<file path="config.mk">
export PLATFORM = sky130hd
export DESIGN_NAME = rre_exec
export DESIGN_NICKNAME = d
export VERILOG_FILES = /design/src/logic/rre_pkg.sv /design/src/logic/rre_shift_if.sv /design/src/logic/rre_exec.sv /design/src/logic/rre_shift_net.sv
export SDC_FILE = /design/constraint.sdc
export NUM_CORES = 1
export LEC_CHECK = 0
export BUFFER_PORTS_ARGS = -buffer_cell sky130_fd_sc_hd__buf_2
export CORE_UTILIZATION = 50
export CTS_CLUSTER_DIAMETER = 200
export DETAILED_ROUTE_END_ITERATION = 12
export PLACE_DENSITY_LB_ADDON = 0.25
export REMOVE_ABC_BUFFERS = 1
export SETUP_SLACK_MARGIN = 0.5
export SLEW_MARGIN = 20
export SYNTH_ARGS = -nofsm -noshare
export SYNTH_HDL_FRONTEND = slang
export SYNTH_HIERARCHICAL = 1
export SYNTH_SLANG_ARGS = --single-unit
</file>
<file path="constraint.sdc">
create_clock -name sys_clk -period 4.8 [get_ports sys_clk]
set_clock_uncertainty 0.15 [all_clocks]
set_input_delay 0.96 -clock sys_clk [delete_from_list [all_inputs] [get_ports sys_clk]]
set_output_delay 0.96 -clock sys_clk [all_outputs]
set_load 0.02 [all_outputs]
</file>
<file path="src/logic/rre_pkg.sv">
// Constants and types of the register reference executor.
// Assumes a 16-bit machine word and registers reached over AXI4-Lite.
package rre_pkg;

  // Register byte offsets
  localparam logic [7:0]  RRE_OFS_ACC_A  = 8'h00;
  localparam logic [7:0]  RRE_OFS_ACC_B  = 8'h04;
  localparam logic [7:0]  RRE_OFS_FLAGS  = 8'h08;
  localparam logic [7:0]  RRE_OFS_PC     = 8'h0C;
  localparam logic [7:0]  RRE_OFS_MAR    = 8'h10;
  localparam logic [7:0]  RRE_OFS_STAT   = 8'h14;

  // Flag and status field positions
  localparam int          RRE_FLG_EXT    = 0;
  localparam int          RRE_FLG_CARRY  = 1;
  localparam int          RRE_STAT_BUSY  = 31;

  // Instruction word fields
  localparam int          RRE_TR_IR_LO   = 10;
  localparam int          RRE_TR_ACC_SEL = 11;
  localparam int          RRE_SR_EN1     = 9;
  localparam int          RRE_SR_OP1_LO  = 6;
  localparam int          RRE_SR_CLE     = 5;
  localparam int          RRE_SR_EN2     = 4;
  localparam int          RRE_SR_SLA     = 3;
  localparam int          RRE_SR_OP2_LO  = 0;
  localparam int          RRE_AS_ACC_LO  = 8;
  localparam int          RRE_AS_EXT_LO  = 6;
  localparam int          RRE_AS_SEZ     = 5;
  localparam int          RRE_AS_SSA     = 4;
  localparam int          RRE_AS_SLA     = 3;
  localparam int          RRE_AS_INC     = 2;
  localparam int          RRE_AS_SZA     = 1;
  localparam int          RRE_AS_RSS     = 0;
  localparam int          RRE_IR_GRP     = 0;
  localparam int          RRE_IR_TYPE_LO = 2;
  localparam logic [3:0]  RRE_IR_TYPE_RR = 4'h0;

  // Alter codes shared by accumulator and extend fields
  localparam logic [1:0]  RRE_ALT_CLR    = 2'h1;
  localparam logic [1:0]  RRE_ALT_CMP    = 2'h2;
  localparam logic [1:0]  RRE_ALT_BOTH   = 2'h3;

  // Reset values
  localparam logic [15:0] RRE_WORD_RST   = 16'h0000;
  localparam logic [5:0]  RRE_IR_RST     = 6'h00;
  localparam logic        RRE_BIT_RST    = 1'b0;

  // AXI responses
  localparam logic [1:0]  RRE_RESP_OKAY  = 2'h0;
  localparam logic [1:0]  RRE_RESP_SLVERR = 2'h2;

  typedef enum logic [8:0] {
    RRE_IDLE = 9'h001,
    RRE_T0   = 9'h002,
    RRE_T1   = 9'h004,
    RRE_T2   = 9'h008,
    RRE_T3   = 9'h010,
    RRE_T4   = 9'h020,
    RRE_T5   = 9'h040,
    RRE_T6   = 9'h080,
    RRE_T7   = 9'h100
  } rre_state_t;

  typedef enum logic [2:0] {
    RRE_ACCUM_ARITH_SHIFT_LEFT      = 3'h0,
    RRE_ACCUM_ARITH_SHIFT_RIGHT     = 3'h1,
    RRE_ACCUM_ROTATE_LEFT           = 3'h2,
    RRE_ACCUM_ROTATE_RIGHT          = 3'h3,
    RRE_ACCUM_SHIFT_LEFT_CLEAR_SIGN = 3'h4,
    RRE_ROTATE_RIGHT_VIA_EXTEND     = 3'h5,
    RRE_ROTATE_LEFT_VIA_EXTEND      = 3'h6,
    RRE_ACCUM_ROTATE_LEFT_FOUR      = 3'h7
  } rre_shop_t;

endpackage

</file>
<file path="src/logic/rre_shift_if.sv">
// Bundle between the executor and its shift network.
// Assumes both ends run in the executor's clock domain.
`timescale 1ns/1ps
interface rre_shift_if;
  logic [15:0]        first_operand_bus;
  logic [15:0]        result_bus;
  rre_pkg::rre_shop_t shift_op;
  logic               ext_in;
  logic               ext_out;

  modport exec (
    output first_operand_bus,
    output shift_op,
    output ext_in,
    input  result_bus,
    input  ext_out
  );

  modport net (
    input  first_operand_bus,
    input  shift_op,
    input  ext_in,
    output result_bus,
    output ext_out
  );
endinterface

</file>
<file path="src/logic/rre_exec.sv">
// Register reference executor: walks T0..T7 of one fetch phase.
// Assumes a start pulse and fetched word from timing logic on sys_clk.
// Functional notes
// (RL1) Accumulator work happens only in T3 to T5
// (RL2) T0-T2 clear registers, load upper six bits
// (RL3) T7 stores counter plus one plus skip
// (RL4) Shifts in T3/T5, extend clear and test T4
// (RL5) Arithmetic left keeps sign, zero fill
// (RL6) Arithmetic right replicates sign bit
// (RL7) Rotate left wraps bit 15 to 0
// (RL8) Rotate right wraps bit 0 to 15
// (RL9) Left shift clears sign and bit 0
// (RL10) Right rotate through extend, old lsb to extend
// (RL11) Left rotate through extend, old msb to extend
// (RL12) Four place left rotate wraps nibble
// (RL13) Bit 5 in T4 clears extend
// (RL14) Bit 3 in T4 skips on lsb zero
// (RL15) Alter and extend test T3, sign/lsb tests T4, increment then zero test
// (RL16) Alter stores, skip only sets carry
// (RL17) Clear passes zero buses through xor
// (RL18) Bit 11 picks accumulator A or B
// (RL19) Carry cleared at start of phase
// (RL20) Network combinational, store at period end
`timescale 1ns/1ps
module rre_exec (
  // Clock and reset
  input  wire logic        sys_clk,
  input  wire logic        rst_n,
  // Timing and fetch
  input  wire logic        start_phase,
  input  wire logic [15:0] fetch_word,
  output wire logic        exec_busy,
  output wire logic [15:0] mem_addr,
  // AXI4-Lite write
  input  wire logic [7:0]  s_axi_awaddr,
  input  wire logic        s_axi_awvalid,
  output wire logic        s_axi_awready,
  input  wire logic [31:0] s_axi_wdata,
  input  wire logic [3:0]  s_axi_wstrb,
  input  wire logic        s_axi_wvalid,
  output wire logic        s_axi_wready,
  output wire logic [1:0]  s_axi_bresp,
  output wire logic        s_axi_bvalid,
  input  wire logic        s_axi_bready,
  // AXI4-Lite read
  input  wire logic [7:0]  s_axi_araddr,
  input  wire logic        s_axi_arvalid,
  output wire logic        s_axi_arready,
  output wire logic [31:0] s_axi_rdata,
  output wire logic [1:0]  s_axi_rresp,
  output wire logic        s_axi_rvalid,
  input  wire logic        s_axi_rready
);

  rre_pkg::rre_state_t state_q, state_d;
  logic [15:0] acc_a_q, acc_a_d, acc_b_q, acc_b_d, pc_q, pc_d, mar_q, mar_d;
  logic [15:0] tr_q, tr_d;
  logic [5:0]  ir_q, ir_d;
  logic        ext_q, ext_d, carry_q, carry_d, busy_q, busy_d;
  logic [15:0] racc, acc_new, inc_val;
  logic        acc_wr, is_rr, grp_as;
  logic [15:0] zero_bus;
  logic        aw_full_q, aw_full_d, w_full_q, w_full_d;
  logic [7:0]  waddr_q, waddr_d;
  logic [15:0] wdata_q, wdata_d;
  logic [1:0]  wstrb_q, wstrb_d, bresp_q, bresp_d, rresp_q, rresp_d;
  logic        awready_q, awready_d, wready_q, wready_d, bvalid_q, bvalid_d;
  logic        arready_q, arready_d, rvalid_q, rvalid_d, wr_do;
  logic [31:0] rdata_q, rdata_d;

  rre_shift_if sif ();

  rre_shift_net u_net (
    .sif (sif.net)
  );

  // Test result with reverse skip sense
  function automatic logic skip_hit(input logic tbit, input logic rss);
    skip_hit = (tbit == rss);
  endfunction

  // Byte-lane merge into a 16-bit register
  function automatic logic [15:0] merge16(input logic [15:0] old,
                                          input logic [15:0] dat,
                                          input logic [1:0]  strb);
    merge16 = {strb[1] ? dat[15:8] : old[15:8], strb[0] ? dat[7:0] : old[7:0]};
  endfunction

  function automatic logic mapped(input logic [7:0] a);
    mapped = (a == rre_pkg::RRE_OFS_ACC_A) || (a == rre_pkg::RRE_OFS_ACC_B) ||
             (a == rre_pkg::RRE_OFS_FLAGS) || (a == rre_pkg::RRE_OFS_PC) ||
             (a == rre_pkg::RRE_OFS_MAR) || (a == rre_pkg::RRE_OFS_STAT);
  endfunction

  assign zero_bus = rre_pkg::RRE_WORD_RST;
  assign racc     = tr_q[rre_pkg::RRE_TR_ACC_SEL] ? acc_b_q : acc_a_q; // see (RL18)
  assign is_rr    = (ir_q[rre_pkg::RRE_IR_TYPE_LO +: 4] == rre_pkg::RRE_IR_TYPE_RR);
  assign grp_as   = ir_q[rre_pkg::RRE_IR_GRP];
  assign inc_val  = tr_q[rre_pkg::RRE_AS_INC] ? racc + 16'h0001 : racc;

  always_comb
  begin
    sif.first_operand_bus = racc;
    sif.ext_in            = ext_q;
    if (state_q == rre_pkg::RRE_T3)
      sif.shift_op = rre_pkg::rre_shop_t'(tr_q[rre_pkg::RRE_SR_OP1_LO +: 3]);
    else
      sif.shift_op = rre_pkg::rre_shop_t'(tr_q[rre_pkg::RRE_SR_OP2_LO +: 3]);
  end

  // Phase sequencer and datapath
  always_comb
  begin
    state_d = state_q;
    acc_a_d = acc_a_q;
    acc_b_d = acc_b_q;
    pc_d    = pc_q;
    mar_d   = mar_q;
    tr_d    = tr_q;
    ir_d    = ir_q;
    ext_d   = ext_q;
    carry_d = carry_q;
    acc_new = racc;
    acc_wr  = 1'b0;
    case (state_q)
      rre_pkg::RRE_IDLE:
      begin
        if (start_phase)
          state_d = rre_pkg::RRE_T0;
        if (wr_do && !busy_q)
        begin
          if (waddr_q == rre_pkg::RRE_OFS_ACC_A)
            acc_a_d = merge16(acc_a_q, wdata_q, wstrb_q);
          else if (waddr_q == rre_pkg::RRE_OFS_ACC_B)
            acc_b_d = merge16(acc_b_q, wdata_q, wstrb_q);
          else if (waddr_q == rre_pkg::RRE_OFS_PC)
            pc_d = merge16(pc_q, wdata_q, wstrb_q);
          else if (waddr_q == rre_pkg::RRE_OFS_FLAGS && wstrb_q[0])
            ext_d = wdata_q[rre_pkg::RRE_FLG_EXT];
        end
      end
      rre_pkg::RRE_T0:
      begin
        tr_d    = rre_pkg::RRE_WORD_RST; // see (RL2)
        ir_d    = rre_pkg::RRE_IR_RST;
        carry_d = rre_pkg::RRE_BIT_RST; // see (RL19)
        state_d = rre_pkg::RRE_T1;
      end
      rre_pkg::RRE_T1:
      begin
        tr_d    = fetch_word;
        state_d = rre_pkg::RRE_T2;
      end
      rre_pkg::RRE_T2:
      begin
        ir_d    = tr_q[rre_pkg::RRE_TR_IR_LO +: 6]; // see (RL2)
        state_d = rre_pkg::RRE_T3;
      end
      rre_pkg::RRE_T3:
      begin
        state_d = rre_pkg::RRE_T4;
        if (is_rr && !grp_as && tr_q[rre_pkg::RRE_SR_EN1])
        begin
          acc_new = sif.result_bus; // see (RL4) (RL20)
          acc_wr  = 1'b1;
          ext_d   = sif.ext_out; // see (RL10) (RL11)
        end
        else if (is_rr && grp_as)
        begin
          // Extend test looks at the value before its alteration
          if (tr_q[rre_pkg::RRE_AS_SEZ] && skip_hit(ext_q, tr_q[rre_pkg::RRE_AS_RSS]))
            carry_d = 1'b1; // see (RL16)
          case (tr_q[rre_pkg::RRE_AS_ACC_LO +: 2]) // see (RL15)
            rre_pkg::RRE_ALT_CLR:
            begin
              acc_new = zero_bus ^ zero_bus; // see (RL17)
              acc_wr  = 1'b1;
            end
            rre_pkg::RRE_ALT_CMP:
            begin
              acc_new = ~racc;
              acc_wr  = 1'b1;
            end
            rre_pkg::RRE_ALT_BOTH:
            begin
              acc_new = ~zero_bus;
              acc_wr  = 1'b1;
            end
            default:
              acc_wr  = 1'b0;
          endcase
          case (tr_q[rre_pkg::RRE_AS_EXT_LO +: 2])
            rre_pkg::RRE_ALT_CLR:  ext_d = 1'b0;
            rre_pkg::RRE_ALT_CMP:  ext_d = ~ext_q;
            rre_pkg::RRE_ALT_BOTH: ext_d = 1'b1;
            default:               ext_d = ext_q;
          endcase
        end
      end
      rre_pkg::RRE_T4:
      begin
        state_d = rre_pkg::RRE_T5;
        if (is_rr && !grp_as)
        begin
          if (tr_q[rre_pkg::RRE_SR_CLE])
            ext_d = 1'b0; // see (RL13) (RL4)
          if (tr_q[rre_pkg::RRE_SR_SLA] && !racc[0])
            carry_d = 1'b1; // see (RL14)
        end
        else if (is_rr && grp_as)
        begin
          if (tr_q[rre_pkg::RRE_AS_SSA] && skip_hit(racc[15], tr_q[rre_pkg::RRE_AS_RSS]))
            carry_d = 1'b1; // see (RL15)
          if (tr_q[rre_pkg::RRE_AS_SLA] && skip_hit(racc[0], tr_q[rre_pkg::RRE_AS_RSS]))
            carry_d = 1'b1;
        end
      end
      rre_pkg::RRE_T5:
      begin
        state_d = rre_pkg::RRE_T6;
        if (is_rr && !grp_as && tr_q[rre_pkg::RRE_SR_EN2])
        begin
          acc_new = sif.result_bus; // see (RL4)
          acc_wr  = 1'b1;
          ext_d   = sif.ext_out;
        end
        else if (is_rr && grp_as)
        begin
          acc_new = inc_val; // see (RL15)
          acc_wr  = tr_q[rre_pkg::RRE_AS_INC];
          if (tr_q[rre_pkg::RRE_AS_SZA] && skip_hit(|inc_val, tr_q[rre_pkg::RRE_AS_RSS]))
            carry_d = 1'b1; // see (RL16)
        end
      end
      rre_pkg::RRE_T6:
        state_d = rre_pkg::RRE_T7;
      rre_pkg::RRE_T7:
      begin
        pc_d    = pc_q + 16'h0001 + {15'h0, carry_q}; // see (RL3)
        mar_d   = pc_q + 16'h0001 + {15'h0, carry_q};
        state_d = rre_pkg::RRE_IDLE;
      end
      default:
        state_d = rre_pkg::RRE_IDLE;
    endcase
    if (acc_wr && tr_q[rre_pkg::RRE_TR_ACC_SEL])
      acc_b_d = acc_new; // see (RL18) (RL1)
    else if (acc_wr)
      acc_a_d = acc_new;
    busy_d = (state_d != rre_pkg::RRE_IDLE);
  end

  always_ff @(posedge sys_clk)
  begin
    if (!rst_n)
    begin
      state_q <= rre_pkg::RRE_IDLE;
      acc_a_q <= rre_pkg::RRE_WORD_RST;
      acc_b_q <= rre_pkg::RRE_WORD_RST;
      pc_q    <= rre_pkg::RRE_WORD_RST;
      mar_q   <= rre_pkg::RRE_WORD_RST;
      tr_q    <= rre_pkg::RRE_WORD_RST;
      ir_q    <= rre_pkg::RRE_IR_RST;
      ext_q   <= rre_pkg::RRE_BIT_RST;
      carry_q <= rre_pkg::RRE_BIT_RST;
      busy_q  <= rre_pkg::RRE_BIT_RST;
    end
    else
    begin
      state_q <= state_d;
      acc_a_q <= acc_a_d;
      acc_b_q <= acc_b_d;
      pc_q    <= pc_d;
      mar_q   <= mar_d;
      tr_q    <= tr_d;
      ir_q    <= ir_d;
      ext_q   <= ext_d;
      carry_q <= carry_d;
      busy_q  <= busy_d;
    end
  end

  // AXI4-Lite slave
  always_comb
  begin
    aw_full_d = aw_full_q;
    w_full_d  = w_full_q;
    waddr_d   = waddr_q;
    wdata_d   = wdata_q;
    wstrb_d   = wstrb_q;
    bvalid_d  = bvalid_q;
    bresp_d   = bresp_q;
    rvalid_d  = rvalid_q;
    rresp_d   = rresp_q;
    rdata_d   = rdata_q;
    wr_do     = aw_full_q && w_full_q && !bvalid_q;
    if (s_axi_awvalid && awready_q)
    begin
      aw_full_d = 1'b1;
      waddr_d   = s_axi_awaddr;
    end
    if (s_axi_wvalid && wready_q)
    begin
      w_full_d = 1'b1;
      wdata_d  = s_axi_wdata[15:0];
      wstrb_d  = s_axi_wstrb[1:0];
    end
    if (bvalid_q && s_axi_bready)
      bvalid_d = 1'b0;
    if (wr_do)
    begin
      aw_full_d = 1'b0;
      w_full_d  = 1'b0;
      bvalid_d  = 1'b1;
      // Writes while a phase runs, to read-only or unmapped words, are refused
      if (mapped(waddr_q) && !busy_q && waddr_q != rre_pkg::RRE_OFS_MAR &&
          waddr_q != rre_pkg::RRE_OFS_STAT)
        bresp_d = rre_pkg::RRE_RESP_OKAY;
      else
        bresp_d = rre_pkg::RRE_RESP_SLVERR;
    end
    if (rvalid_q && s_axi_rready)
      rvalid_d = 1'b0;
    if (s_axi_arvalid && arready_q)
    begin
      rvalid_d = 1'b1;
      rresp_d  = mapped(s_axi_araddr) ? rre_pkg::RRE_RESP_OKAY : rre_pkg::RRE_RESP_SLVERR;
      if (s_axi_araddr == rre_pkg::RRE_OFS_ACC_A)
        rdata_d = {16'h0000, acc_a_q};
      else if (s_axi_araddr == rre_pkg::RRE_OFS_ACC_B)
        rdata_d = {16'h0000, acc_b_q};
      else if (s_axi_araddr == rre_pkg::RRE_OFS_FLAGS)
        rdata_d = {30'h0, carry_q, ext_q};
      else if (s_axi_araddr == rre_pkg::RRE_OFS_PC)
        rdata_d = {16'h0000, pc_q};
      else if (s_axi_araddr == rre_pkg::RRE_OFS_MAR)
        rdata_d = {16'h0000, mar_q};
      else if (s_axi_araddr == rre_pkg::RRE_OFS_STAT)
        rdata_d = {busy_q, 9'h0, ir_q, tr_q};
      else
        rdata_d = 32'h00000000;
    end
    awready_d = !aw_full_d && !bvalid_d;
    wready_d  = !w_full_d && !bvalid_d;
    arready_d = !rvalid_d;
  end

  always_ff @(posedge sys_clk)
  begin
    if (!rst_n)
    begin
      aw_full_q <= 1'b0;
      w_full_q  <= 1'b0;
      waddr_q   <= 8'h00;
      wdata_q   <= rre_pkg::RRE_WORD_RST;
      wstrb_q   <= 2'h0;
      bvalid_q  <= 1'b0;
      bresp_q   <= rre_pkg::RRE_RESP_OKAY;
      rvalid_q  <= 1'b0;
      rresp_q   <= rre_pkg::RRE_RESP_OKAY;
      rdata_q   <= 32'h00000000;
      awready_q <= 1'b0;
      wready_q  <= 1'b0;
      arready_q <= 1'b0;
    end
    else
    begin
      aw_full_q <= aw_full_d;
      w_full_q  <= w_full_d;
      waddr_q   <= waddr_d;
      wdata_q   <= wdata_d;
      wstrb_q   <= wstrb_d;
      bvalid_q  <= bvalid_d;
      bresp_q   <= bresp_d;
      rvalid_q  <= rvalid_d;
      rresp_q   <= rresp_d;
      rdata_q   <= rdata_d;
      awready_q <= awready_d;
      wready_q  <= wready_d;
      arready_q <= arready_d;
    end
  end

  assign exec_busy     = busy_q;
  assign mem_addr      = mar_q;
  assign s_axi_awready = awready_q;
  assign s_axi_wready  = wready_q;
  assign s_axi_bvalid  = bvalid_q;
  assign s_axi_bresp   = bresp_q;
  assign s_axi_arready = arready_q;
  assign s_axi_rvalid  = rvalid_q;
  assign s_axi_rresp   = rresp_q;
  assign s_axi_rdata   = rdata_q;

  // Checks; racc_p_q holds last cycle's operand for them
  logic [15:0] racc_p_q;
  logic [15:0] acc_sel;
  always_ff @(posedge sys_clk)
    racc_p_q <= racc;
  assign acc_sel = tr_q[rre_pkg::RRE_TR_ACC_SEL] ? acc_b_q : acc_a_q;
endmodule

</file>
<file path="src/logic/rre_shift_net.sv">
// Combinational shift and rotate network from operand bus to result bus.
// Assumes the executor stores the result and the new extend bit itself.
`timescale 1ns/1ps
module rre_shift_net (
  // Operand, function and result
  rre_shift_if.net sif
);

  logic [15:0] rb;

  assign rb = sif.first_operand_bus;

  always_comb
  begin
    sif.result_bus = 16'h0000;
    sif.ext_out    = sif.ext_in;
    case (sif.shift_op)
      rre_pkg::RRE_ACCUM_ARITH_SHIFT_LEFT:
        sif.result_bus = {rb[15], rb[13:0], 1'b0}; // see (RL5) (RL20)
      rre_pkg::RRE_ACCUM_ARITH_SHIFT_RIGHT:
        sif.result_bus = {rb[15], rb[15:1]}; // see (RL6)
      rre_pkg::RRE_ACCUM_ROTATE_LEFT:
        sif.result_bus = {rb[14:0], rb[15]}; // see (RL7)
      rre_pkg::RRE_ACCUM_ROTATE_RIGHT:
        sif.result_bus = {rb[0], rb[15:1]}; // see (RL8)
      rre_pkg::RRE_ACCUM_SHIFT_LEFT_CLEAR_SIGN:
        sif.result_bus = {1'b0, rb[13:0], 1'b0}; // see (RL9)
      rre_pkg::RRE_ROTATE_RIGHT_VIA_EXTEND:
      begin
        sif.result_bus = {sif.ext_in, rb[15:1]}; // see (RL10)
        sif.ext_out    = rb[0];
      end
      rre_pkg::RRE_ROTATE_LEFT_VIA_EXTEND:
      begin
        sif.result_bus = {rb[14:0], sif.ext_in}; // see (RL11)
        sif.ext_out    = rb[15];
      end
      rre_pkg::RRE_ACCUM_ROTATE_LEFT_FOUR:
        sif.result_bus = {rb[11:0], rb[15:12]}; // see (RL12)
    endcase
  end

endmodule
</file>
# After elaboration in Yosys (flattened, before gate mapping)
# Cells that the tools add are included.
# totals
reg_bits	167
input_bits	76
out_inout_bits	58
# classes
add_sub_neg	3
eq_ne	62
mux	80
n_bitwise	2
reduce_logical	64
# ops
operator	n
2-to-1 mux 16 bit	20
2-to-1 mux 32 bit	6
one-hot mux 16 bit (8 select lines)	1
one-hot mux 16 bit (2 select lines)	3
one-hot mux 9 bit (8 select lines)	1
one-hot mux 16 bit (3 select lines)	1
2-to-1 mux 1 bit	34
adder 16 x 1 -> 16 bit, second input constant	2
equality test 8 x 4 -> 1 bit, second input constant	4
equality test 8 x 5 -> 1 bit, second input constant	4
2-to-1 mux 8 bit	4
!= test 2 bit, second input constant	15
logical AND 1 bit	24
adder 16 x 1 -> 16 bit	1
equality test 8 x 3 -> 1 bit, second input constant	2
zero test 8 bit	2
!= test 8 x 5 -> 1 bit, second input constant	2
inverter 16 bit	1
nonzero test 2 bit	8
OR reduction 16 bit	1
equality test 3 bit, second input constant	4
one-hot mux 6 bit (2 select lines)	1
AND reduction 6 bit	2
AND reduction 11 bit	1
35 further kinds	67

# Logic depth before layout (Yosys ltp)
# Gate-level depths: netlist of the first run.
# logic_depth
word_depth	10
ltp_mapped	14
depth_no_buf	12

# Modules after synthesis
# The synthesis of the first run kept the hierarchy.
# by_module_without_submodules
mod	instances	cells_per_inst	area_per_inst_um2	seq_area_each_um2
rre_exec	1	1073	8550.7	3123.0
rre_shift_net	1	64	429.2	0.0

# Worst setup path after synthesis of the first run
# OpenSTA, ideal clock, no wires.
# synth_path
path_type	register to register
from	register state_q[3]
to	register acc_b_q[0]
setup_time_ps	134
arrival_ps	2813
required_time_ps	4516
slack_ps	1703
stages_incl_launch_ff	14
synth_period_minus_slack_ps	3097
cell_sequence	dfxtp_1 clkbuf_1 or4_4 nor4_4 nand2_1 nand2_1 nand2_1 buf_6 mux2i_1 o21ai_0 a32o_2 a222oi_1 a21boi_0 a211oi_1
# synth_via
elab_chain_len	7
elab_cells_between_ends	25
cone_classes	eq/ne (11); mux (7); reduce/logical (7)
# synth_lines
item	line_no	rtl
start: declaration	rre_exec.sv:55	rre_pkg::rre_state_t state_q, state_d;
start signal: assignment	rre_exec.sv:257	state_q <= rre_pkg::RRE_IDLE;
start signal: assignment	rre_exec.sv:270	state_q <= state_d;
equality test 9 x 5 -> 1 bit (*)	rre_exec.sv:105	if (state_q == rre_pkg::RRE_T3)
2-to-1 mux 3 bit (*)	rre_exec.sv:105	
net sif.shift_op[2]	rre_shift_if.sv:7	rre_pkg::rre_shop_t shift_op;
equality test 3 bit, or another cell as far along	rre_shift_net.sv:17	case (sif.shift_op)
one-hot mux 16 bit (8 select lines) (*)	rre_shift_net.sv:17	
net sif.result_bus[0]	rre_shift_if.sv:6	logic [15:0] result_bus;
2-to-1 mux 16 bit (on tied branches)	rre_exec.sv:221, rre_exec.sv:162	
one-hot mux 16 bit (2 select lines) (*)	rre_exec.sv:125	case (state_q)
2-to-1 mux 16 bit (*)	rre_exec.sv:246	if (acc_wr && tr_q[rre_pkg::RRE_TR_ACC_SEL])
end signal: assignment	rre_exec.sv:259	acc_b_q <= rre_pkg::RRE_WORD_RST;
end: declaration	rre_exec.sv:56	logic [15:0] acc_a_q, acc_a_d, acc_b_q, acc_b_d, pc_q, pc_d, mar_q, mar_d;
# Mark *: on every way through the listed nets, which the timed path passes. The rest lies on a longest branch.
# A chain may end at the register's enable or synchronous reset.

# Worst setup path in the final report of the first run
# layout_path
from	register state_q[1]
to	register acc_b_q[13]
# The elaborated chain is that of the path after synthesis.

==> flow_summary.rst, run 1 <==
.. list-table::
   :header-rows: 1

   * - Metric
     - Value
   * - Detailed Routing Iterations Pass 1
     - 6
   * - Final number of setup-violating endpoints
     - 0
   * - Final sum of negative setup slack
     - 0 ns
   * - Setup repair after global routing missed its margin
     - no
   * - Most used flip-flop cell after synthesis
     - sky130_fd_sc_hd__dfxtp_1
   * - Worst Reg-to-Reg Cells
     - 10
   * - Startpoint of the most critical register-to-register path
     - state_q[1]
   * - Number of hold violations in the final report
     - 0
   * - Quantity of gates resized following cts
     - 0
   * - Clock tree from TritonCTS
     - yes
   * - Total vias in the final route
     - a little under 9000
   * - Async set or reset register ratio after synthesis
     - 0
   * - Ratio of cells with drive above 1 in the final layout
     - 0.1539
   * - Area of the multi-input gates
     - between 5000 and 6000 µm²
   * - Number of inserted diodes
     - 0
   * - Cell area power density
     - 292.6 nW/µm²
   * - Latest clock arrival within the worst-skew pair
     - about 0.44 ns
   * - Critical Path End Type
     - register
   * - Number of setup buffers added after CTS
     - 0
   * - Reg2Reg Capture Point
     - acc_b_q[13]
   * - Total core area
     - between 15000 and 20000 µm²
   * - Post-layout nets
     - ~1300
   * - Vias per cell
     - around 6.3
   * - Wire per inst
     - just over 20 µm
   * - Data arrival time of the worst path
     - roughly 3.9 ns
   * - Buffer type at the clock tree root
     - sky130_fd_sc_hd__clkbuf_16
   * - Synthesized instance count
     - between 1000 and 1500
   * - Clk pin slew, worst setup/hold paths
     - 0.06 ns
   * - Relative max-transition margin
     - 0.2803
   * - I/O pin cnt
     - between 100 and 150
   * - Port-buffer cells
     - approximately 100
   * - Final Cycle Share
     - 0.7864
   * - Number of standard-cell rows in the floorplan
     - 48
   * - Gpl congestion
     - around 0.99
   * - Number of buffers added to fix hold violations after cts
     - 0
   * - Maximum count of clock buffers along a single path
     - 2
   * - Setup slack of the worst register-to-register path
     - 1.03 ns
   * - Clock tree sinks
     - between 150 and 200
   * - Minimum clock period after layout
     - 3.775 ns
   * - Max Fanout on Critical Path
     - 15
   * - Max VDD drop
     - 0.2728 mV
   * - Power, Total
     - approximately 0.0030 W
   * - Detail Route Antenna Nets
     - 0
   * - Pins over their slew limit
     - 0
   * - Share of the yosys chip area belonging to registers
     - 0.3478
   * - Highest cell delay on the worst timing path
     - ~0.61 ns
   * - Cell breakdown of the critical path
     - or4_4 -> nor4_4 -> nand2_1 -> nand2_1 -> nand2_1 -> nand2_4 -> mux2i_1 -> a21oi_1 -> a221oi_1 -> a211oi_1
   * - Critical path launch point type
     - register
   * - Signed area change from the synthesized netlist to the final layout
     - 12.65%
   * - Maximum number of pins on one net before global-route repair
     - slightly above 80
   * - Post-synthesis cell area
     - 8980 µm²
   * - Status
     - complete, no violations
   * - Required @ worst endpoint
     - ~4.9 ns
   * - GRT Residual Overflow
     - 0
   * - Die boundary height
     - 136.0 µm
   * - Total routing usage reported by global routing
     - 0.3139
   * - Chip width
     - 136.0 µm
   * - Fillers
     - roughly 1600
   * - Number of enable flip-flop cells after synthesis
     - 0
   * - First-pass GRT wire length
     - 44270 µm
   * - Capture point of the worst path
     - acc_b_q[13]
   * - Total clock buffers created by CTS
     - 17
   * - Critical Path Most Common Cell
     - sky130_fd_sc_hd__nand2_1
   * - Mean Syn Cell Area
     - 7.898 µm²
   * - Beginning of the critical path
     - state_q[1]
   * - Timing-limited maximum frequency
     - between 200 and 300 MHz
   * - Routed wire length
     - approximately 29000 µm
   * - Number of synthesized register bits
     - 156
   * - Initial standard-cell utilization of the core
     - 0.5156
   * - Total DRC errors in the routed layout
     - 0
   * - H-tree level count
     - 4
   * - Die footprint
     - ~19000 µm²
   * - Class of the most critical hold timing path
     - register to register
   * - Number of antenna violations at the first check in global routing
     - 0
   * - HPWL after detailed placement
     - between 15000 and 20000 µm
   * - Yosys synthesis warning count
     - 6
   * - Netlist cell types
     - 74
   * - Number of DRC markers after the initial detailed-route iteration
     - around 900
   * - Max-cap violations
     - 0
   * - Worst-Margin Slew
     - roughly 1.1 ns
   * - Via count of the first global-routing pass
     - 7938
   * - Worst-path cell with the longest stage delay
     - sky130_fd_sc_hd__or4_4
   * - Leakage power
     - between 3 and 4 nW
   * - Sequential standard cell area
     - approximately 3100 µm²
   * - Setup Crit Path Kind
     - register to register
-- power by group --
group          total (W)  switching [W]  internal [W]
sequential       0.00135      0.0000316       0.00132
clock            0.00140       0.000571      0.000828
combinational   0.000207       0.000133     0.0000737
total            0.00296       0.000736       0.00222
-- synth_stat cells (10+ instances only) --
master                     number  area share
sky130_fd_sc_hd__dfxtp_1      156        0.35
sky130_fd_sc_hd__a211oi_1      79       0.066
sky130_fd_sc_hd__nand3_1       29       0.016
sky130_fd_sc_hd__a21oi_1      103       0.057
sky130_fd_sc_hd__xnor2_1       18       0.018
sky130_fd_sc_hd__buf_2         15      0.0084
sky130_fd_sc_hd__clkbuf_1      69       0.029
sky130_fd_sc_hd__nor2b_1       35       0.024
sky130_fd_sc_hd__o21a_1        13       0.011
sky130_fd_sc_hd__and2_1        10      0.0070
sky130_fd_sc_hd__a221oi_1      22       0.021
sky130_fd_sc_hd__mux2i_1       34       0.038
sky130_fd_sc_hd__o21ai_0       57       0.032
sky130_fd_sc_hd__a22oi_1       17       0.014
sky130_fd_sc_hd__buf_4         14       0.012
sky130_fd_sc_hd__inv_1         17      0.0071
sky130_fd_sc_hd__nor2_1        97       0.041
sky130_fd_sc_hd__a22o_1        25       0.024
sky130_fd_sc_hd__nor3_1        37       0.021
sky130_fd_sc_hd__xor2_1        13       0.013
sky130_fd_sc_hd__and3_1        18       0.013
sky130_fd_sc_hd__nand2_1      125       0.052
-- metrics by stage --
stage / area [µm²] / cells / setup slack, ns / hold slack, ns / utilization
after floorplan: 8517 / 1043 / 0.9438 / 0.2859 / -
after global placement: 9503 / 1395 / 1.172 / 0.2856 / 0.5456
after detailed placement: 9503 / 1395 / 1.130 / 0.2917 / 0.5456
after CTS: 10120 / 1427 / 1.115 / 0.3004 / 0.5808
after global routing: 10120 / 1427 / 0.7619 / 0.3159 / 0.5808
final: 10120 / 1427 / 1.025 / 0.3000 / 0.5808
-- layer usage --
metal  routed length [µm]  part of all wire  global-route usage
met4                  721             0.025              0.1204
met5                    0                 0                   0
met3                 2757             0.096             0.06264
met2                12770              0.45              0.4907
met1                12440              0.43              0.4229
-- worst max-delay path, delay by kind of cell (launching register included) --
family           cells  cell delay, ns
AO/OA/AOI/OAI        3            0.76
flip-flops           1            0.43
multiplexers         1            0.24
AND/OR/NAND/NOR      6            2.03
-- flip-flops by register name, indices dropped and copies added, names as in the netlist, 2 cells and up --
name,count
acc_a_q,16
mem_addr,16
ir_q,6
wdata_q,16
waddr_q,8
pc_q,16
wstrb_q,2
tr_q,16
acc_b_q,16
state_q,9
s_axi_rdata,23
-- logic make-up after synthesis --
family                     share of synthesized area
DFF                                           0.3478
adders and majority gates                   0.004180
and+or+nand+nor                               0.2277
xor gates and xnor gates                     0.03024
buffers and inverters                        0.06284
other                                      0.0004176
muxes                                        0.04919
AOI/OAI and AO/OA                             0.2777
-- area by class of cell --
cell class | count | area share
clock inverter | 11 | 0.01311
multi-input combinational | 870 | 0.5279
inverter | 17 | 0.006432
tap | 225 | 0.02783
clock buffer | 21 | 0.04750
timing repair buffer | 127 | 0.06852
sequential | 156 | 0.3087
-- layout by cell type, fill, tap and decap left out, types with 29 or more instances in the layout --
cell                       Yosys  layout
sky130_fd_sc_hd__a21oi_1     103     103
sky130_fd_sc_hd__nand2_1     125     125
sky130_fd_sc_hd__mux2i_1      34      34
sky130_fd_sc_hd__o21ai_0      57      57
sky130_fd_sc_hd__nor2_1       97      97
sky130_fd_sc_hd__nand3_1      29      29
sky130_fd_sc_hd__nor2b_1      35      35
sky130_fd_sc_hd__buf_2        15     104
sky130_fd_sc_hd__nor3_1       37      36
sky130_fd_sc_hd__a211oi_1     79      79
sky130_fd_sc_hd__dfxtp_1     156     156
-- worst min-delay path by stage --
| stage | slack [ns] | startpoint | cells after the start | endpoint |
|---|---|---|---|---|
| 6_report | 0.30 | s_axi_rdata[19] | 2 | s_axi_rdata[19] |
| 2_1_floorplan | 0.29 | w_full_q | 1 | s_axi_wready |
| 4_1_cts | 0.30 | s_axi_rdata[19] | 2 | s_axi_rdata[19] |
| 3_5_place_dp | 0.29 | s_axi_rdata[19] | 2 | s_axi_rdata[19] |
| 3_3_place_gp | 0.29 | s_axi_rdata[16] | 2 | s_axi_rdata[16] |
| 5_1_grt | 0.32 | s_axi_rdata[18] | 2 | s_axi_rdata[18] |
No activity file was read; power rests on OpenSTA's default activity.
==> run 2: changes to the inputs <==
==> constraint.sdc (replaced) <==
create_clock -name sys_clk -period 3.57 [get_ports sys_clk]
set_clock_uncertainty 0.15 [all_clocks]
set_input_delay 0.714 -clock sys_clk [delete_from_list [all_inputs] [get_ports sys_clk]]
set_output_delay 0.714 -clock sys_clk [all_outputs]
set_load 0.02 [all_outputs]
==> flow_summary.rst, run 2 (synthesized netlist as in run 1, its figures left out) <==
.. list-table::
   :header-rows: 1

   * - Metric
     - Value
   * - Status
     - complete, no violations
   * - H-tree level count
     - 4 (unchanged)
   * - Die boundary height
     - 136.0 µm (unchanged)
   * - Buffer type at the clock tree root
     - sky130_fd_sc_hd__clkbuf_16
   * - Smallest hold slack
     - 0.3052 ns (+0.005230 ns)
   * - Pins over their slew limit
     - 0 (unchanged)
   * - GRT Residual Overflow
     - 0 (unchanged)
   * - Minimum clock period after layout
     - 3.029 ns (-0.7456 ns)
   * - Latest clock arrival within the worst-skew pair
     - 0.44 ns (about the same)
   * - Maximum count of clock buffers along a single path
     - 2 (unchanged)
   * - Number of inserted diodes
     - 0 (unchanged)
   * - I/O pin cnt
     - 134 (unchanged)
   * - Leakage power
     - 4.295 nW (+7.9%)
   * - Timing-limited maximum frequency
     - 330.1 MHz (+25%)
   * - Number of standard-cell rows in the floorplan
     - 48 (unchanged)
   * - Final number of setup-violating endpoints
     - 0 (unchanged)
   * - Clk pin slew, worst setup/hold paths
     - 0.07 ns (about the same)
   * - Critical Path End Type
     - register
   * - Total routing usage reported by global routing
     - 0.3203 (+0.006357)
   * - Grt met1 use
     - 0.4375 (+0.01463)
   * - Ratio of cells with drive above 1 in the final layout
     - 0.2126 (+0.05872)
   * - Initial standard-cell utilization of the core
     - 0.5156 (unchanged)
   * - Vias per cell
     - 6.325 (+1.0%)
   * - Signed area change from the synthesized netlist to the final layout
     - 19.90%
   * - Total DRC errors in the routed layout
     - 0 (unchanged)
   * - Total core area
     - 17420 µm² (unchanged)
   * - M2 GR Usage
     - 0.4958 (+0.005076)
   * - Total clock buffers created by CTS
     - 17 (unchanged)
   * - Worst-Margin Slew
     - 0.9770 ns (-0.09776 ns)
   * - Max VDD drop
     - 0.3909 mV (+43%)
   * - Routed wire length
     - 30360 µm (+5.8%)
   * - HPWL after detailed placement
     - 20140 µm (+2.0%)
   * - Clock tree sinks
     - 156 (unchanged)
   * - Chip width
     - 136.0 µm (unchanged)
   * - Total vias in the final route
     - 9336 (+4.5%)
   * - Via count of the first global-routing pass
     - 8142 (+2.6%)
   * - Highest-count cells in the layout ignoring fill and taps
     - 154 x sky130_fd_sc_hd__dfxtp_1, 117 x sky130_fd_sc_hd__nand2_1, 104 x sky130_fd_sc_hd__buf_2
   * - Gpl congestion
     - 1.023 (+3.3%)
   * - Data arrival time of the worst path
     - 3.22 ns (-0.67 ns)
   * - Class of the most critical hold timing path
     - register to register
   * - Detail Route Antenna Nets
     - 0 (unchanged)
   * - First-pass GRT wire length
     - 45000 µm (+1.7%)
   * - Layout Cells excl Fill
     - 1476 (+3.4%)
   * - Relative max-transition margin
     - 0.3443 (+0.06394)
   * - Number of buffers added to fix hold violations after cts
     - 0 (unchanged)
   * - Die footprint
     - 18500 µm² (unchanged)
   * - Max-cap violations
     - 0 (unchanged)
   * - Max Fanout on Critical Path
     - 27 (+12)
   * - Final Cycle Share
     - 0.8485 (+0.06209)
   * - Setup repair after global routing missed its margin
     - yes
   * - Cell count after placement
     - 1422 (+1.9%)
   * - Wire per inst
     - 20.57 µm (+2.3%)
   * - Number of DRC markers after the initial detailed-route iteration
     - 1085 (+18%)
   * - Port-buffer cells
     - 104 (unchanged)
   * - Number of flip-flops under the largest register name
     - 23 (unchanged)
   * - Detailed Routing Iterations Pass 1
     - 6 (unchanged)
   * - Number of antenna violations at the first check in global routing
     - 0 (unchanged)
   * - Clock tree from TritonCTS
     - yes
   * - Post-layout nets
     - 1317 (+3.9%)
   * - Cell area power density
     - 374.1 nW/µm² (+28%)
   * - Number of hold violations in the final report
     - 0 (unchanged)
   * - Critical path launch point type
     - register
   * - Required @ worst endpoint
     - 3.76 ns (-1.16 ns)
   * - Maximum number of pins on one net before global-route repair
     - 112 (+35%)
   * - Leading cell type in the layout, fill and taps excluded
     - sky130_fd_sc_hd__dfxtp_1
   * - Setup Crit Path Kind
     - register to register
   * - GRT busiest layer
     - met2
   * - Global Route met3 Usage
     - 0.06488 (+0.002237)
[run 2: cell types whose count changed in the layout (fill, tap and decap cells not counted), moves of 6 or more]
cell and change:
sky130_fd_sc_hd__a221oi_1 -7, sky130_fd_sc_hd__buf_12 +7, sky130_fd_sc_hd__nand2_1 -8, sky130_fd_sc_hd__buf_4 +37
sky130_fd_sc_hd__inv_6 +6, sky130_fd_sc_hd__a221oi_2 +6, sky130_fd_sc_hd__nand2_2 +6
[run 2: final timing paths]
check	depth (start not counted)	endpoint	slack, ns	start
min	2	s_axi_rdata[20]	0.31	s_axi_rdata[20]
max reg2reg	10	acc_b_q[13]	0.54	state_q[8]
min reg2reg	2	s_axi_rdata[20]	0.31	s_axi_rdata[20]
max	10	acc_b_q[13]	0.54	state_q[8]
[run 2: routing by layer]
| metal | vias up | wire length (µm) |
|---|---|---|
| li1 | 4341 | - |
| met1 | 4399 | 13140 |
| met2 | 531 | 13310 |
| met3 | 65 | 3042 |
| met4 | 0 | 856 |
| met5 | - | 0 |
[run 2: through the flow]
stage | instance area, µm² | setup WS (ns) | setup TNS [ns] | util | power, W
after floorplan | 8517 | -0.07331 | -1.328 | - | 0.002009
after global placement | 9718 | 0.3821 | 0 | 0.5580 | 0.002139
after detailed placement | 9718 | 0.3497 | 0 | 0.5580 | 0.002144
after CTS | 10400 | 0.5004 | 0 | 0.5973 | 0.004020
after global routing | 10770 | 0.4443 | 0 | 0.6182 | 0.004139
final | 10770 | 0.5410 | 0 | 0.6182 | 0.004027
[run 2: area by class of cell]
cell class	instances	area, µm²
Fill cell	1576	6650
Multi-Input combinational cell	870	5485
Sequential cell	156	3131
Timing Repair Buffer	176	1195
Clock buffer	18	439.2
Tap cell	225	281.5
Clock inverter	14	170.2
Inverter	17	65.06
[run 2: what timing repair did]
item                                   4_1_cts  5_1_grt
endpoints found under the hold margin        0        0
resized for setup                           10       43
setup endpoints to repair                   23       36
buffers inserted                             3       17
gates cloned                                 0        2
pin swaps                                    1       21
[run 2: critical path: stages, from the launching register on]
cell and delay (ns):
sky130_fd_sc_hd__dfxtp_4 0.36, sky130_fd_sc_hd__or4_4 0.57, sky130_fd_sc_hd__nor4_4 0.28, sky130_fd_sc_hd__buf_4 0.21
sky130_fd_sc_hd__and2_1 0.21, sky130_fd_sc_hd__o2bb2ai_1 0.14, sky130_fd_sc_hd__a21o_1 0.24, sky130_fd_sc_hd__and2_1 0.20
sky130_fd_sc_hd__buf_12 0.20, sky130_fd_sc_hd__a211oi_1 0.11, sky130_fd_sc_hd__a211oi_2 0.26
[run 2: where the power goes]
group	internal, W	leakage [nW]	switching (W)
clock network	0.00108	0.301	0.000833
registers	0.00178	1.27	0.0000378
logic	0.000110	2.73	0.000193
